`src/design/tli_consts.vh`:
```
// constants for the table lookup and interpolate unit
`ifndef TLI_CONSTS_VH
`define TLI_CONSTS_VH
`define TLI_SIZE_BYTE   2'h0
`define TLI_SIZE_WORD   2'h1
`define TLI_SIZE_LONG   2'h2
`define TLI_SIZE_SPARE  2'h3
`define TLI_BYTE_MSB    5'h07
`define TLI_WORD_MSB    5'h0F
`define TLI_LONG_MSB    5'h1F
`define TLI_ZERO_WORD   32'h0000_0000
`define TLI_ZERO_FRAC   8'h00
`define TLI_OFS_HI      15
`define TLI_OFS_LO      8
`define TLI_FRAC_HI     7
`define TLI_FRAC_LO     0
`define TLI_FRAC_BITS   8
`define TLI_ST_IDLE     2'h0
`define TLI_ST_FETCH0   2'h1
`define TLI_ST_FETCH1   2'h2
`define TLI_ST_CALC     2'h3
`endif

```
`src/design/tli_table_lookup_interpolate_unit.v`:
```
// table lookup and linear interpolate datapath
// Operation
// - signed rounded lookup gives signed rounded result of byte, word or long size
// - signed unrounded lookup gives signed result keeping the fraction
// - unsigned rounded lookup treats entries unsigned, rounds to integer
// - unsigned unrounded lookup treats entries unsigned, no rounding
// - endpoints come from a memory table or a data register pair
// - table form: variable bits 15..8 are entry offset, 7..0 fraction
// - result is entry plus fraction times difference over 256
// - rounded variants round to nearest even
// - unrounded variants return result with eight fraction bits
// - register form: fraction from destination, endpoints from register pair
`include "tli_consts.vh"
module tli_table_lookup_interpolate_unit #(
    parameter AW = 32
) (
    input  wire          clk,
    input  wire          rst_n,
    input  wire          start,
    input  wire          isSigned,
    input  wire          isRounded,
    input  wire [1:0]    opSize,
    input  wire          useRegPair,
    input  wire [31:0]   independentVariable,
    input  wire [31:0]   fractionDestination,
    input  wire [31:0]   pairFirst,
    input  wire [31:0]   pairSecond,
    input  wire [AW-1:0] effectiveAddress,
    output reg           memRead,
    output reg  [AW-1:0] memAddr,
    input  wire          memAck,
    input  wire [31:0]   memData,
    output reg           busy,
    output reg           done,
    output reg  [31:0]   result
);
    // nine spare bits above a sign-extended long keep the difference exact
    localparam DATA_W = 32;
    localparam EXT_W  = 41;
    localparam FRAC_W = `TLI_FRAC_BITS;
    localparam OFS_W  = `TLI_OFS_HI - `TLI_OFS_LO + 1;
    localparam PROD_W = EXT_W + FRAC_W + 1;
    localparam RND_W  = PROD_W - FRAC_W;

    // controller states
    localparam ST_IDLE   = `TLI_ST_IDLE;
    localparam ST_FETCH0 = `TLI_ST_FETCH0;
    localparam ST_FETCH1 = `TLI_ST_FETCH1;
    localparam ST_CALC   = `TLI_ST_CALC;

    reg  [1:0]          state;
    reg  [1:0]          next_state;
    reg                 sgn;
    reg                 rnd;
    reg  [1:0]          sz;
    reg  [FRAC_W-1:0]   frac;
    reg  [DATA_W-1:0]   entryA;
    reg  [DATA_W-1:0]   entryB;
    reg  [1:0]          reqSize;
    reg  [4:0]          msbIdx;

    // control strobes
    wire                takeStart;
    wire                ackFirst;
    wire                ackSecond;
    wire                finishOp;

    // endpoint extension
    wire                signA;
    wire                signB;
    wire [EXT_W-1:0]    a41;
    wire [EXT_W-1:0]    b41;

    // interpolation arithmetic
    wire [EXT_W-1:0]    diff;
    wire [PROD_W-1:0]   diffX;
    wire [PROD_W-1:0]   fracX;
    wire [PROD_W-1:0]   prod;
    wire [PROD_W-1:0]   baseX;
    wire [PROD_W-1:0]   scaled;

    // rounding
    wire                guardBit;
    wire                stickyBit;
    wire                evenBit;
    wire                roundUp;
    wire [RND_W-1:0]    rounded;
    wire [DATA_W-1:0]   rndOut;
    wire [DATA_W-1:0]   rawOut;

    // address generation
    wire [AW-1:0]       ofs;
    wire [AW-1:0]       ofsScaled;
    wire [AW-1:0]       addr0;
    wire [AW-1:0]       step;

    // spare size code behaves as long so address steps stay within a long
    always @* begin
        case (opSize)
            `TLI_SIZE_BYTE: reqSize = `TLI_SIZE_BYTE;
            `TLI_SIZE_WORD: reqSize = `TLI_SIZE_WORD;
            default:        reqSize = `TLI_SIZE_LONG;
        endcase
    end

    assign takeStart = (state == ST_IDLE) & start;
    assign ackFirst  = (state == ST_FETCH0) & memAck;
    assign ackSecond = (state == ST_FETCH1) & memAck;
    assign finishOp  = (state == ST_CALC);

    // top bit of the operand size in use
    always @* begin
        case (sz)
            `TLI_SIZE_BYTE: msbIdx = `TLI_BYTE_MSB;
            `TLI_SIZE_WORD: msbIdx = `TLI_WORD_MSB;
            default:        msbIdx = `TLI_LONG_MSB;
        endcase
    end

    assign signA = sgn & entryA[msbIdx];
    assign signB = sgn & entryB[msbIdx];

    genvar gi;
    generate
        for (gi = 0; gi < EXT_W; gi = gi + 1) begin : g_ext
            if (gi < DATA_W) begin : g_data
                assign a41[gi] = (gi <= msbIdx) ? entryA[gi] : signA;
                assign b41[gi] = (gi <= msbIdx) ? entryB[gi] : signB;
            end else begin : g_sign
                assign a41[gi] = signA;
                assign b41[gi] = signB;
            end
        end
    endgenerate

    // fraction times difference, kept modulo the product width
    assign diff   = b41 - a41;
    assign diffX  = {{(PROD_W-EXT_W){diff[EXT_W-1]}}, diff};
    assign fracX  = {{(PROD_W-FRAC_W){1'b0}}, frac};
    assign prod   = diffX * fracX;
    assign baseX  = {{(PROD_W-EXT_W-FRAC_W){a41[EXT_W-1]}}, a41, {FRAC_W{1'b0}}};
    assign scaled = baseX + prod;

    // round to nearest even on the dropped fraction
    assign guardBit  = scaled[FRAC_W-1];
    assign stickyBit = |scaled[FRAC_W-2:0];
    assign evenBit   = scaled[FRAC_W];
    assign roundUp   = guardBit & (stickyBit | evenBit);
    assign rounded   = scaled[PROD_W-1:FRAC_W] +
                       {{(RND_W-1){1'b0}}, roundUp};
    assign rndOut    = rounded[DATA_W-1:0];
    assign rawOut    = scaled[DATA_W-1:0];

    // entry offset scaled by operand size
    assign ofs       = {{(AW-OFS_W){1'b0}}, independentVariable[`TLI_OFS_HI:`TLI_OFS_LO]};
    assign ofsScaled = ofs << reqSize;
    assign addr0     = effectiveAddress + ofsScaled;
    assign step      = {{(AW-1){1'b0}}, 1'b1} << sz;

    always @* begin
        next_state = state;
        case (state)
            ST_IDLE: begin
                if (start) begin
                    next_state = useRegPair ? ST_CALC : ST_FETCH0;
                end
            end
            ST_FETCH0: begin
                if (memAck) begin
                    next_state = ST_FETCH1;
                end
            end
            ST_FETCH1: begin
                if (memAck) begin
                    next_state = ST_CALC;
                end
            end
            ST_CALC: begin
                next_state = ST_IDLE;
            end
            default: begin
                next_state = ST_IDLE;
            end
        endcase
    end

    always @(posedge clk or negedge rst_n) begin
        if (!rst_n) begin
            state <= ST_IDLE;
        end else begin
            state <= next_state;
        end
    end

    // variant and size held for the whole operation
    always @(posedge clk or negedge rst_n) begin
        if (!rst_n) begin
            sgn <= 1'b0;
        end else if (takeStart) begin
            sgn <= isSigned;
        end
    end

    always @(posedge clk or negedge rst_n) begin
        if (!rst_n) begin
            rnd <= 1'b0;
        end else if (takeStart) begin
            rnd <= isRounded;
        end
    end

    always @(posedge clk or negedge rst_n) begin
        if (!rst_n) begin
            sz <= `TLI_SIZE_BYTE;
        end else if (takeStart) begin
            sz <= reqSize;
        end
    end

    always @(posedge clk or negedge rst_n) begin
        if (!rst_n) begin
            frac <= `TLI_ZERO_FRAC;
        end else if (takeStart) begin
            if (useRegPair) begin
                frac <= fractionDestination[`TLI_FRAC_HI:`TLI_FRAC_LO];
            end else begin
                frac <= independentVariable[`TLI_FRAC_HI:`TLI_FRAC_LO];
            end
        end
    end

    always @(posedge clk or negedge rst_n) begin
        if (!rst_n) begin
            entryA <= `TLI_ZERO_WORD;
        end else if (takeStart && useRegPair) begin
            entryA <= pairFirst;
        end else if (ackFirst) begin
            entryA <= memData;
        end
    end

    always @(posedge clk or negedge rst_n) begin
        if (!rst_n) begin
            entryB <= `TLI_ZERO_WORD;
        end else if (takeStart && useRegPair) begin
            entryB <= pairSecond;
        end else if (ackSecond) begin
            entryB <= memData;
        end
    end

    always @(posedge clk or negedge rst_n) begin
        if (!rst_n) begin
            memRead <= 1'b0;
        end else if (takeStart && !useRegPair) begin
            memRead <= 1'b1;
        end else if (ackSecond) begin
            memRead <= 1'b0;
        end
    end

    always @(posedge clk or negedge rst_n) begin
        if (!rst_n) begin
            memAddr <= {AW{1'b0}};
        end else if (takeStart && !useRegPair) begin
            memAddr <= addr0;
        end else if (ackFirst) begin
            memAddr <= memAddr + step;
        end
    end

    always @(posedge clk or negedge rst_n) begin
        if (!rst_n) begin
            busy <= 1'b0;
        end else if (takeStart) begin
            busy <= 1'b1;
        end else if (finishOp) begin
            busy <= 1'b0;
        end
    end

    always @(posedge clk or negedge rst_n) begin
        if (!rst_n) begin
            done <= 1'b0;
        end else if (finishOp) begin
            done <= 1'b1;
        end else begin
            done <= 1'b0;
        end
    end

    // result holds until the next operation completes
    always @(posedge clk or negedge rst_n) begin
        if (!rst_n) begin
            result <= `TLI_ZERO_WORD;
        end else if (finishOp) begin
            result <= rnd ? rndOut : rawOut;
        end
    end
endmodule

```
`config.mk`:
```
export PLATFORM = sky130hd
export DESIGN_NAME = tli_table_lookup_interpolate_unit
export DESIGN_NICKNAME = d
export VERILOG_FILES = /design/src/design/tli_table_lookup_interpolate_unit.v
export VERILOG_INCLUDE_DIRS = /design/src /design/src/design
export SDC_FILE = /design/constraint.sdc
export NUM_CORES = 1
export LEC_CHECK = 0
export BUFFER_PORTS_ARGS = -buffer_cell sky130_fd_sc_hd__buf_4
export CORE_MARGIN = 10
export CORE_UTILIZATION = 34
export CTS_BUF_LIST = sky130_fd_sc_hd__clkbuf_8 sky130_fd_sc_hd__clkbuf_16
export DETAILED_ROUTE_END_ITERATION = 7
export PLACE_DENSITY_LB_ADDON = 0.05
export SLEW_MARGIN = 20
export SYNTH_ARGS = -nofsm -noshare
export SYNTH_HDL_FRONTEND = slang
export SYNTH_SLANG_ARGS = --single-unit
export TNS_END_PERCENT = 100
```
`constraint.sdc`:
```
create_clock -name clk -period 15.3 [get_ports clk]
set_input_delay 1.53 -clock clk [delete_from_list [all_inputs] [get_ports clk]]
set_output_delay 1.53 -clock clk [all_outputs]
set_load 0.005 [all_outputs]
```
## Word-level counts from Yosys, hierarchy flattened

Index checks and enable logic that the tools add are counted.

| word-level totals | value |
|---|---|
| output and inout bits | 67 |
| word-level logic and storage cells | 166 |
| bits in registers | 145 |
| bits of input ports | 201 |

| operators by class | value |
|---|---|
| shifts and indexed selects | 2 |
| reductions and logical operators | 13 |
| $add $sub $neg | 5 |
| mux-type cells | 86 |
| multiply operators | 1 |
| bitwise logic cells | 7 |
| eq/ne operators | 8 |
| $lt $le $gt $ge | 32 |

Operator list:

| operator | count |
|---|---|
| 32-bit 2-to-1 mux | 7 |
| 5-bit <= comparator, first input constant | 16 |
| 1-bit 2-to-1 mux | 69 |
| 32-bit adder | 2 |
| 40-bit adder | 1 |
| 4-bit by 5-bit <= comparator with 1-bit output, first input constant | 8 |
| 34-bit by 9-bit multiplier with 40-bit output | 1 |
| 33-bit by 33-bit subtractor with 34-bit output | 1 |
| 32-bit by 2-bit adder with 32-bit output | 1 |
| 1-bit by 2-bit << shifter with 32-bit output, first input constant | 1 |
| 8-bit by 2-bit << shifter with 32-bit output | 1 |
| 3-bit by 5-bit <= comparator with 1-bit output, first input constant | 4 |
| 1-bit binary-select mux with 5-bit select | 2 |
| 2-bit by 5-bit <= comparator with 1-bit output, first input constant | 2 |
| 5-bit case mux with 2 select lines | 1 |
| 2-bit nonzero test | 5 |
| 2-bit 2-to-1 mux | 4 |
| 8-bit 2-to-1 mux | 1 |
| 2-bit case mux with 4 select lines | 1 |
| 7-bit OR reduction | 1 |
| 1-bit bitwise AND | 6 |
| 2-bit by 1-bit equality test with 1-bit output, second input constant | 3 |
| 2-bit logical NOT | 3 |
| 5-bit by 6-bit < comparator with 1-bit output, second input constant | 1 |
| other kinds (8) | 12 |

## Depth between registers and ports, before layout

| depth | value |
|---|---|
| word-level depth | 14 |
| depth in mapped cells | 41 |

## Worst setup path after synthesis

No wires, ideal clock.

| timing | value |
|---|---|
| path type | reg2reg |
| start point | register sz[0] |
| end point | register result[30] |
| data arrival time | 9,192 ps |
| clock period less this slack | 9,330 ps |
| required time | 15,162 ps |
| stages on the path, launching flop included | 39 |
| slack | 5,970 ps |
| path through | dfrtp_1 -> clkbuf_1 -> or2_2 -> clkbuf_1 -> inv_1 -> and3_1 -> clkbuf_1 -> a21oi_1 -> ha_1 -> a21oi_1 -> nor2_1 -> nor4bb_1 -> o31ai_1 -> a21o_1 -> a21oi_1 -> o21bai_1 -> a21oi_1 -> o21bai_1 -> (+3 left out) -> fa_1 -> inv_1 -> fa_1 -> fa_1 -> fa_1 -> inv_1 -> fa_1 -> inv_1 -> ha_1 -> a21o_1 -> or4b_1 -> o21ai_0 -> nor3b_1 -> nand3_1 -> or4_1 -> nor3_1 -> xor2_1 -> o221ai_1 |

| between the ends | value |
|---|---|
| word-level cells in the longest chain between the ends | 14 |

RTL lines:

| what | line | RTL |
|---|---|---|
| start, declared | tli_table_lookup_interpolate_unit.v:55 | `reg [1:0] sz;` |
| start signal, assigned | tli_table_lookup_interpolate_unit.v:214 | `` sz <= `TLI_SIZE_BYTE; `` |
| start signal, assigned | tli_table_lookup_interpolate_unit.v:216 | `sz <= reqSize;` |
| 2-bit by 1-bit equality test with 1-bit output / 2-bit logical NOT (equally long branches) | tli_table_lookup_interpolate_unit.v:113 | `case (sz)` |
| 5-bit case mux with 2 select lines (*) | tli_table_lookup_interpolate_unit.v:113 |  |
| 1-bit binary-select mux with 5-bit select, on equally long branches | tli_table_lookup_interpolate_unit.v:121, tli_table_lookup_interpolate_unit.v:120 |  |
| 1-bit 2-to-1 mux, on equally long branches | tli_table_lookup_interpolate_unit.v:121, tli_table_lookup_interpolate_unit.v:120 |  |
| 1-bit bitwise AND, on equally long branches | tli_table_lookup_interpolate_unit.v:121, tli_table_lookup_interpolate_unit.v:120 |  |
| 1-bit 2-to-1 mux, on equally long branches | tli_table_lookup_interpolate_unit.v:128, tli_table_lookup_interpolate_unit.v:127 |  |
| 33-bit by 33-bit subtractor with 34-bit output | tli_table_lookup_interpolate_unit.v:137 | `assign diff = b41 - a41;` |
| 34-bit by 9-bit multiplier with 40-bit output | tli_table_lookup_interpolate_unit.v:140 | `assign prod = diffX * fracX;` |
| 40-bit adder (*) | tli_table_lookup_interpolate_unit.v:142 | `assign scaled = baseX + prod;` |
| 7-bit OR reduction | tli_table_lookup_interpolate_unit.v:146 | `assign stickyBit = \|scaled[FRAC_W-2:0];` |
| 1-bit bitwise OR | tli_table_lookup_interpolate_unit.v:148 | `assign roundUp = guardBit & (stickyBit \| evenBit);` |
| 1-bit bitwise AND | tli_table_lookup_interpolate_unit.v:148 |  |
| 32-bit by 2-bit adder with 32-bit output | tli_table_lookup_interpolate_unit.v:149 | `assign rounded = scaled[PROD_W-1:FRAC_W] +` |
| 32-bit 2-to-1 mux (*) | tli_table_lookup_interpolate_unit.v:297 | `result <= rnd ? rndOut : rawOut;` |
| end signal, assigned | tli_table_lookup_interpolate_unit.v:295 | `` result <= `TLI_ZERO_WORD; `` |
| end signal, assigned | tli_table_lookup_interpolate_unit.v:297 |  |
| end, declared | tli_table_lookup_interpolate_unit.v:35 | `output reg [31:0] result` |

Mark *: on every way between the ends. The rest lies on a longest branch, timed or not. The select of a mux whose other input is x is not followed.
A chain may end at the register's enable or synchronous reset.

## Worst setup path after layout

| timing | value |
|---|---|
| start point | register entryA[7] |
| end point | register result[30] |

| between the ends | value |
|---|---|
| word-level cells in the longest chain between the ends | 12 |

RTL lines:

| what | line | RTL |
|---|---|---|
| start, declared | tli_table_lookup_interpolate_unit.v:57 | `reg [DATA_W-1:0] entryA;` |
| start signal, assigned | tli_table_lookup_interpolate_unit.v:234 | `` entryA <= `TLI_ZERO_WORD; `` |
| start signal, assigned | tli_table_lookup_interpolate_unit.v:236 | `entryA <= pairFirst;` |
| start signal, assigned | tli_table_lookup_interpolate_unit.v:238 | `entryA <= memData;` |
| 1-bit binary-select mux with 5-bit select | tli_table_lookup_interpolate_unit.v:120 | `assign signA = sgn & entryA[msbIdx];` |
| 1-bit 2-to-1 mux (implied by the code) | tli_table_lookup_interpolate_unit.v:120 |  |
| 1-bit bitwise AND | tli_table_lookup_interpolate_unit.v:120 |  |
| 1-bit 2-to-1 mux | tli_table_lookup_interpolate_unit.v:127 | `assign a41[gi] = (gi <= msbIdx) ? entryA[gi] : signA;` |
| 33-bit by 33-bit subtractor with 34-bit output | tli_table_lookup_interpolate_unit.v:137 |  |
| 34-bit by 9-bit multiplier with 40-bit output | tli_table_lookup_interpolate_unit.v:140 |  |
| 40-bit adder (*) | tli_table_lookup_interpolate_unit.v:142 |  |
| 7-bit OR reduction | tli_table_lookup_interpolate_unit.v:146 |  |
| 1-bit bitwise OR | tli_table_lookup_interpolate_unit.v:148 |  |
| 1-bit bitwise AND | tli_table_lookup_interpolate_unit.v:148 |  |
| 32-bit by 2-bit adder with 32-bit output | tli_table_lookup_interpolate_unit.v:149 |  |
| 32-bit 2-to-1 mux (*) | tli_table_lookup_interpolate_unit.v:297 |  |

Marked as above.

==> impl_metrics.toml <==
[setup_path]
cp.required_ns = 15.65
worstReg2RegEnd = "result[30]"
critPathMaxStageDelay_ns = 0.78
rr_worst_depth = 32
path_class = "flip-flop to flip-flop"
slowest_stage = "o21bai_1"
end_kind = "flip-flop"
rr_startpoint = "entryA[7]"
start_kind = "flip-flop"
r2r_slack_ns = 4.04
cp_max_fo = 16
arrival_ns = 11.60
cpMostUsedCell = "fa_1"

[yosys]
syn_area_um2 = 20600
synth.area.top_cells = "fa_1, dfrtp_1, ha_1"
ys_seq_area_share_pct = 17.7
ys_warn_count = 0
netlist_top_cells_count = "nand2_1, inv_1, fa_1, o21ai_0, and2_1"
avgSynthCellArea_um2 = 8.56
synthFlopType = "dfrtp_1"
synthArstFlopShare_pct = 100
synth.distinct_cells = 72
yosysTopAreaCell = "fa_1"
synth_top_area_share_pct = 22.9
synth.most_common_cell = "nand2_1"
ys_ff_latch = 145
synth_nets = 2972
postSynthCellCount = 2400
synth_edf_count = 0

[clocking]
ctsResizeCount = 0
clockBufferDepth = 2
cts.sinks = 145
cts_hold_buffers = 0
htree_levels = 4
post_cts_buffers = 0
cts_tree = "done"
clk_latency_ns = 0.50
cts_root_buffer = "clkbuf_16"
cts_buffers = 17
clk_pin_slew_worst_paths_ns = 0.07

[worst_hold_path]
min_to = "entryB[6]"
min_path_type = "flip-flop to flip-flop"
hold_depth = 2
holdCritStartpoint = "entryB[6]"

[placement]
port-buffer-count = 227
dpl.cell_count = 3323
place.gp.congestion = 0.833
hpwl_um = 50300
postPlaceCellArea_um2 = 23000

[global_routing]
grt_overflow_total = 0
grt_pass1_vias = 17937
grt_max_degree = 87
grt_pass1_wl_um = 100000
gr-usage-all-layers_pct = 18.0
antenna_found_initial = 0

[drt]
postRouteAntennaNets = 0
drtPass1Iterations = 5
wl_met2_um = 28000
maxUsedRoutingLayer = "met4"
dr_wl_met3_um = 3510
drt_wl_total_um = 61900
wl_per_cell_um = 18.4
drc_errors = 0
num_vias = 16737
drt_iter0_markers = 824
wirelength_met1_um = 29800
drt-vias-per-instance = 4.99

[sta]
relSlewSlack_pct = 32.0
setup_viol = 0
period_share_pct = 73.6
setup_tns_ns = 0
worstMarginPinSlew_ns = 1.01
min_period_ns = 11.26
finalHoldViolCount = 0
rsz0062_at_grt = "false"
skew_ns = 0.0196
drv_slew = 0
max_freq_mhz = 88.8

[die]
initial_core_util_pct = 34.2
ioPinCount = 268
core_um2 = 60100
die_x_um = 266
std_cell_rows = 90
die_h_um = 266
die-area_um2 = 70700

[cells_and_area]
layout.nets = 3132
synthToLayoutAreaGrowth_pct = 15.0
fillers = 6237
seq_area_um2 = 3630
drive_gt1_share_pct = 12.1
insertedDiodeCount = 0
fin_area_um2 = 23600
stdcell_count = 3355
multiInputGateArea_um2 = 15500
post-route-util_pct = 39.3

[status]
status = "complete, no violations"

[flow_run]
drv_cap = 0
## worst max path at each step
stage / from / end / cells after the start / slack (ns)
3_3_place_gp: entryA[7] / result[30] / 32 / 4.14
6_report: entryA[7] / result[30] / 32 / 4.04
5_1_grt: entryA[7] / result[29] / 34 / 3.38
4_1_cts: entryA[7] / result[23] / 32 / 4.01
3_5_place_dp: entryA[7] / result[23] / 32 / 4.09
2_1_floorplan: sz[0] / result[30] / 38 / 5.97
## per-stage QoR
stage	worst slack, ns	hold slack (ns)
floorplan	5.97	0.450
finish	4.04	0.485
detailed placement	4.09	0.472
CTS	4.01	0.489
global placement	4.14	0.465
global route	3.38	0.509
## final cells by class
class	count	share of cell area, %
clock buffer	17	1.80
tap	782	4.14
timing repair buffer	246	7.83
sequential	145	15.3
clock inverter	15	0.820
inverter	292	4.64
multi-input combinational	1858	65.4
## placed cells by master, fill, tap and decap left out, types with 25 or more instances in the layout
cell type | netlist | layout
nor3_1 | 39 | 39
ha_1 | 136 | 136
and3_1 | 29 | 28
dfrtp_1 | 145 | 145
nor2_1 | 85 | 84
nand3_1 | 33 | 33
mux2i_1 | 95 | 95
nand2_1 | 314 | 314
nor2b_1 | 27 | 27
o21ai_0 | 165 | 165
xnor2_1 | 104 | 104
inv_1 | 291 | 291
a21oi_1 | 120 | 119
a211oi_1 | 25 | 25
a21o_1 | 48 | 48
and2_1 | 151 | 150
buf_4 | 0 | 245
xor2_1 | 35 | 35
fa_1 | 235 | 235
## worst max-delay path: cells and delay by family (launching register included)
family | cells | cell delay, ns
AOI/OAI and AO/OA | 10 | 2.93
xor gates and xnor gates | 1 | 0.17
adders and majority gates | 7 | 3.42
buffers and inverters | 3 | 0.14
DFF | 1 | 0.62
muxes | 1 | 0.24
and+or+nand+nor | 10 | 3.57
## flip-flops by register name, indices dropped and copies added (netlist names)
signal	cells
result	32
frac	8
memAddr	32
memRead	1
sz	2
state	2
rnd	1
entryB	32
done	1
entryA	32
sgn	1
busy	1
## per-layer routing
layer / track usage [%] / vias to the layer above
met5: 0 / -
met4: 3.55 / 0
met3: 4.59 / 41
met2: 28.7 / 310
met1: 24.2 / 8134
li1: - / 8252
## cell families (layout without fill, tap and decap cells)
| family | after synthesis | after routing | share of synthesized area, % |
|---|---|---|---|
| adder cells (fa/ha/maj) | 371 | 371 | 31.2 |
| multiplexers | 104 | 104 | 5.12 |
| flip-flops | 145 | 145 | 17.7 |
| other | 1 | 1 | 0.0182 |
| AO/OA/AOI/OAI | 447 | 447 | 13.0 |
| buffers and inverters | 397 | 570 | 7.26 |
| XOR/XNOR | 140 | 140 | 6.03 |
| AND/OR/NAND/NOR | 795 | 795 | 19.7 |
Power is not shown: default switching activity piles up to over one toggle a cycle in this logic, so the estimate is an artifact.
